### config.mk
export PLATFORM = sky130hd
export DESIGN_NAME = pio_ports
export DESIGN_NICKNAME = d
export VERILOG_FILES = /design/src/pkg/pio_pkg.sv /design/src/logic/pio_pull_ctrl.sv /design/src/logic/pio_ports.sv
export SDC_FILE = /design/constraint.sdc
export NUM_CORES = 1
export LEC_CHECK = 0
export BUFFER_PORTS_ARGS = -buffer_cell sky130_fd_sc_hd__buf_2
export CORE_AREA = 8 8 350 352
export CTS_CLUSTER_DIAMETER = 40
export DETAILED_ROUTE_END_ITERATION = 12
export DIE_AREA = 0 0 358 360
export SYNTH_ARGS = -nofsm -noshare
export SYNTH_HDL_FRONTEND = slang
export SYNTH_SLANG_ARGS = --single-unit
### constraint.sdc
create_clock -name clk_i -period 1.4 [get_ports clk_i]
set_input_delay 0.07 -clock clk_i [delete_from_list [all_inputs] [get_ports clk_i]]
set_output_delay 0.07 -clock clk_i [all_outputs]
set_load 0.005 [all_outputs]
### src/pkg/pio_pkg.sv
// package for the programmable io port block: sizes, layout, reset values, carriers
package pio_pkg;
  localparam int NUM_IO     = 87;  // programmable pins, input-only pin excluded
  localparam int PULL_GROUP = 4;   // pins per pull-up control bit
  localparam int NUM_GROUPS = (NUM_IO + PULL_GROUP - 1) / PULL_GROUP;
  // multiplexed data port position in the flat pin vector
  localparam int MUX_LSB    = 8;
  localparam int MUX_WIDTH  = 8;
  // pull-up groups shared with the external bus: low ports, nibble port, control port
  localparam logic [NUM_GROUPS-1:0] BUS_GROUP_MASK = 22'h000DFF;
  // reset values
  localparam logic [NUM_IO-1:0]     DIR_RESET   = '0;  // all inputs
  localparam logic [NUM_IO-1:0]     LATCH_RESET = '0;
  localparam logic [NUM_GROUPS-1:0] PULL_RESET  = '0;
  localparam logic                  RDSEL_RESET = 1'b0;

  // processor operating mode as seen by the port block
  typedef struct packed {
    logic expansion_mode;  // memory expansion or microprocessor mode
    logic bus_8bit;        // external data bus 8 bits wide
    logic mux_whole_space; // multiplexed bus over whole space, port usable
  } pio_mode_type;

  // pad side drive of the programmable pins
  typedef struct packed {
    logic [NUM_IO-1:0] out;
    logic [NUM_IO-1:0] oe;
    logic [NUM_IO-1:0] pull;
  } pio_pad_type;
endpackage

### src/logic/pio_pull_ctrl.sv
// pull-up enable per pin from the per-group control bits
`timescale 1ns/1ps
module pio_pull_ctrl #(
  parameter int NUM_IO     = pio_pkg::NUM_IO,
  parameter int NUM_GROUPS = pio_pkg::NUM_GROUPS
) (
  input  wire logic [NUM_GROUPS-1:0] pull_en_i,
  input  wire logic [NUM_GROUPS-1:0] bus_group_i,
  input  wire logic                  expansion_mode_i,
  input  wire logic [NUM_IO-1:0]     drive_i,
  output logic      [NUM_IO-1:0]     pull_o
);
  // group index of a pin
  function automatic int group_of(input int pin);
    return pin / pio_pkg::PULL_GROUP;
  endfunction

  // bus modes mask the shared groups; a driven pin never gets its pull-up
  logic [NUM_GROUPS-1:0] group_live;
  assign group_live = pull_en_i & ~({NUM_GROUPS{expansion_mode_i}} & bus_group_i);

  for (genvar i = 0; i < NUM_IO; i++) begin : g_pin
    assign pull_o[i] = group_live[group_of(i)] & ~drive_i[i];
  end
endmodule

### src/logic/pio_ports.sv
// programmable io ports: direction, latch, pull-up, read select and pin drive
`timescale 1ns/1ps
module pio_ports #(
  parameter int NUM_IO     = pio_pkg::NUM_IO,
  parameter int NUM_GROUPS = pio_pkg::NUM_GROUPS
) (
  input  wire logic                  clk_i,
  input  wire logic                  srst_i,
  input  wire pio_pkg::pio_mode_type mode_i,
  input  wire logic                  dir_we_i,
  input  wire logic [NUM_IO-1:0]     dir_wdata_i,
  input  wire logic                  latch_we_i,
  input  wire logic [NUM_IO-1:0]     latch_wdata_i,
  input  wire logic                  pull_we_i,
  input  wire logic [NUM_GROUPS-1:0] pull_wdata_i,
  input  wire logic                  rdsel_we_i,
  input  wire logic                  rdsel_wdata_i,
  input  wire logic [NUM_IO-1:0]     periph_oe_i,
  input  wire logic [NUM_IO-1:0]     periph_out_i,
  input  wire logic [NUM_IO-1:0]     pin_in_i,
  input  wire logic                  input_only_pin_i,
  output pio_pkg::pio_pad_type       pad_o,
  output logic      [NUM_IO-1:0]     port_rdata_o,
  output logic                       input_only_rdata_o,
  output logic      [NUM_IO-1:0]     dir_o,
  output logic      [NUM_GROUPS-1:0] pull_en_o,
  output logic                       rdsel_o
);
  logic [NUM_IO-1:0]     dir_q;
  logic [NUM_IO-1:0]     latch_q;
  logic [NUM_GROUPS-1:0] pull_q;
  logic                  rdsel_q;
  logic [NUM_IO-1:0]     rdata_q;
  logic [NUM_IO-1:0]     rdata_d;
  logic                  in_only_q;

  // control registers; a whole vector is written in one strobe
  always_ff @(posedge clk_i) begin
    if (srst_i) begin
      dir_q   <= pio_pkg::DIR_RESET;
      latch_q <= pio_pkg::LATCH_RESET;
      pull_q  <= pio_pkg::PULL_RESET;
      rdsel_q <= pio_pkg::RDSEL_RESET;
    end else begin
      if (dir_we_i) begin
        dir_q <= dir_wdata_i;
      end
      if (latch_we_i) begin
        latch_q <= latch_wdata_i;
      end
      if (pull_we_i) begin
        pull_q <= pull_wdata_i;
      end
      if (rdsel_we_i) begin
        rdsel_q <= rdsel_wdata_i;
      end
    end
  end

  // pin drive: peripheral output wins over the direction bit
  wire [NUM_IO-1:0] drive = dir_q | periph_oe_i;
  assign pad_o.oe  = drive;
  assign pad_o.out = (periph_oe_i & periph_out_i) | (~periph_oe_i & latch_q);

  // pull-up gating lives in the leaf so the group mapping stays in one place
  pio_pull_ctrl #(
    .NUM_IO     (NUM_IO),
    .NUM_GROUPS (NUM_GROUPS)
  ) u_pull (
    .pull_en_i        (pull_q),
    .bus_group_i      (pio_pkg::BUS_GROUP_MASK),
    .expansion_mode_i (mode_i.expansion_mode),
    .drive_i          (drive),
    .pull_o           (pad_o.pull)
  );

  // read select only counts in the two listed bus configurations
  wire rdsel_valid = (mode_i.expansion_mode & mode_i.bus_8bit) | mode_i.mux_whole_space;
  wire rdsel_eff   = rdsel_q & rdsel_valid;
  // direction bit, not peripheral override, picks latch versus pin on read
  wire [NUM_IO-1:0] normal_rd = (dir_q & latch_q) | (~dir_q & pin_in_i);
  wire [NUM_IO-1:0] mux_mask  = {{(NUM_IO-pio_pkg::MUX_LSB-pio_pkg::MUX_WIDTH){1'b0}},
                                 {pio_pkg::MUX_WIDTH{1'b1}}, {pio_pkg::MUX_LSB{1'b0}}};
  assign rdata_d = rdsel_eff ? ((mux_mask & latch_q) | (~mux_mask & normal_rd)) : normal_rd;

  // read data registered: one cycle from pin to read port
  always_ff @(posedge clk_i) begin
    if (srst_i) begin
      rdata_q   <= '0;
      in_only_q <= 1'b0;
    end else begin
      rdata_q   <= rdata_d;
      in_only_q <= input_only_pin_i;
    end
  end

  // input-only pin has no drive, pull or direction path at all
  assign port_rdata_o       = rdata_q;
  assign input_only_rdata_o = in_only_q;
  assign dir_o              = dir_q;
  assign pull_en_o          = pull_q;
  assign rdsel_o            = rdsel_q;
endmodule

==> flow_summary_export.csv <==
group,metric,value,unit
outcome,status,"finished with violations",
outcome,violations,"setup timing",
global_route,grt_max_degree,38,
sta,setup_tns,-11.41,ns
clock_tree,cts_made_buffers,58,
yosys,yosys_warnings,0,
yosys,synth-seq-cells,285,
yosys,synth.most_common_cell,"nor2_1",
global_route,track_usage,15.1,%
setup_path,end_kind,"primary output",
setup_path,worst_ep_required_time,1.33,ns
yosys,ys_async_sr_fraction,0,%
die,initial_core_util,10.3,%
setup_path,start_kind,"flop",
sta,period_share,115,%
sta,hold_viol_final,0,
sta,max-slew-margin-rel,47.2,%
setup_path,crit_arrival,1.54,ns
place,gp_congestion,0.943,
routing,drc,0,
setup_path,cp_cell_sequence,"or2_4, nor2_4, buf_2",
global_route,grt_first_pass_wirelength,139000,um
clock_tree,htree_levels,2,
die,rows,126,
global_route,grt_pass1_vias,17900,
yosys,synth_largest_area_cell,"dfxtp_1",
setup_path,slowest_delay,0.32,ns
sta,rsz0062_at_grt,"yes",
yosys,synth_area_leaders,"dfxtp_1 47%, mux2i_1 23%, nor2_1 11%, mux2_2 8.1%, or2_2 4.5%",
cells_and_area,drive_gt1_share,61.7,%
routing,drtAntennaViolNets,0,
job,maxCapViolCount,0,
routing,wl,106000,um
power_and_ir_drop,powerDensity,1060,nW/um2
power_and_ir_drop,peakVddDrop,0.000824,V
clock_tree,clock-sinks,285,
clock_tree,clock_path_buffers,3,
clock_tree,cts_tree,"yes",
cells_and_area,nets,3256,
cells_and_area,area.growth.synth_to_final,141,%
worst_hold_path,hp-class,"primary input to flop",
place,dp_hpwl,78600,um
routing,viasPerCell,3.76,
yosys,synth_edf_count,0,
yosys,synth_nets,1682,
die,core,117000,um2
global_route,gr-total-overflow,0,
global_route,antenna_found_initial,37,
sta,fin_skew,0.0184,ns
routing,drt_iter0_markers,1117,
power_and_ir_drop,finalPower,0.0308,W
routing,vias,16500,
setup_path,critPathSlowestCell,"dfxtp_2",
place,port_buffers,926,
yosys,ys_types,14,
clock_tree,clk_pin_slew,0.05,ns
yosys,synth_ff_type,"dfxtp_1",
setup_path,rr_startpoint,"dir_o[48]$_SDFFE_PP0P_",
setup_path,path_class,"flop to primary output",
setup_path,worstSetupStartpoint,"dir_o[41]$_SDFFE_PP0P_",
yosys,synth_top_area_share,47.1,%
sta,finalSetupViolations,202,
worst_hold_path,min_from,"dir_we_i",
cells_and_area,fin_util,24.9,%
sta,timing.hold.ws,0.00815,ns
sta,slew_viol_final,0,
sta,worst_pin_slew,0.789,ns
power_and_ir_drop,leakagePower,14.0,nW
yosys,synthTopCellsByCount,"363 x nor2_1, 285 x dfxtp_1, 284 x mux2i_1, 87 x mux2_2, 87 x or2_2",
yosys,yosysSeqAreaShare,47.1,%
sta,min_period,1.61,ns
setup_path,path_max_fanout,2,
routing,wl_per_cell,24.3,um
die,dieArea,129000,um2
die,io_pins,927,
clock_tree,clk_latency,0.63,ns
yosys,synthCells,1214,
yosys,netlist_area,12100,um2
sta,setup_slack,-0.206,ns
sta,fmax,0.622,GHz
die,die_h,360,um
routing,drtPass1Iterations,5,
die,die_w,358,um
clock_tree,cts_root_buffer,"clkbuf_16",
yosys,synth_area_per_cell,9.97,um2
==> power breakdown <==
group          switching (W)  internal [W]  leakage, nW
sequential          0.000392       0.00862         2.45
combinational        0.00297       0.00387         10.5
clock                0.00521       0.00973         1.01
total                0.00857        0.0222         14.0
==> final timing paths <==
check                           slack [ns]                          end  cells past startpoint
worst max-delay path                 -0.21                    pad_o[41]                      3
worst max register to register           0       dir_o[48]$_SDFFE_PP0P_                      4
worst min-delay path                 0.008       dir_o[34]$_SDFFE_PP0P_                      4
worst min register to register        0.51  port_rdata_o[28]$_SDFF_PP0_                      2
==> cell type report <==
cell class / instances / area [um2]
Clock buffer: 68 / 1570
Antenna cell: 14 / 35.0
Inverter: 11 / 53.8
Timing Repair Buffer: 1574 / 12000
Fill cell: 12100 / 87800
Multi-Input combinational cell: 858 / 6880
Sequential cell: 285 / 6140
Tap cell: 1536 / 1920
Clock inverter: 41 / 526
==> cell usage in the layout, fill, tap and decap left out, drive strengths merged <==
| cell | Yosys | routed |
|---|---|---|
| dfxtp | 285 | 285 |
| clkinvlp | 0 | 10 |
| nand2b | 27 | 27 |
| a211oi | 8 | 8 |
| clkinv | 0 | 12 |
| or2 | 87 | 87 |
| nor2 | 363 | 363 |
| clkbuf | 9 | 69 |
| dlygate4sd3 | 0 | 402 |
| dlymetal6s4s | 0 | 3 |
| inv | 11 | 21 |
| and3 | 1 | 1 |
| mux2i | 284 | 284 |
| bufinv | 0 | 9 |
| diode | 0 | 14 |
| buf | 51 | 1168 |
| nor2b | 1 | 1 |
| mux2 | 87 | 87 |
==> flip-flops by register name, indices dropped and copies added, names as in the netlist <==
register and flops:
dir_o 87, input_only_rdata_o 1, latch_q 87, port_rdata_o 87, pull_en_o 22, rdsel_o 1
==> per-stage QoR <==
step | instances | instance area (um2) | setup WS (ns)
CTS | 4377 | 28400 | -0.284
detailed placement | 3682 | 19000 | -0.000875
global placement | 3682 | 19000 | -0.0190
finish | 4387 | 29200 | -0.206
floorplan | 1214 | 12100 | 0.221
global route | 4378 | 29100 | -0.310
==> repair_timing <==
item                                   CTS  global route
setup endpoints to repair              290           300
buffers inserted                       165            18
gates resized for setup                597           201
pin swaps                              161            57
hold buffers                           423             0
endpoints found under the hold margin  285             0
gates cloned                             0             0
==> worst max-delay path, delay by kind of cell (launching register included) <==
family	cells	cell delay (ns)
simple gates	2	0.42
flops	1	0.32
buf+inv	1	0.16
==> cell families after synthesis <==
logic type	count (synthesis)	synth area share, %
AO/OA/AOI/OAI	8	0.827
buffers and inverters	71	3.18
flip-flops	285	47.1
multiplexers	371	31.6
AND/OR/NAND/NOR	479	17.3
==> per-layer routing <==
metal  part of all wire, %  wire (um)  global-route usage (%)
met1                    41      43500                    18.1
met2                    47      50300                    26.0
met3                   7.2       7670                    3.91
met4                   4.6       4930                    5.29
met5                 0.035         37                       0
Power figures use the tool's default switching activity.
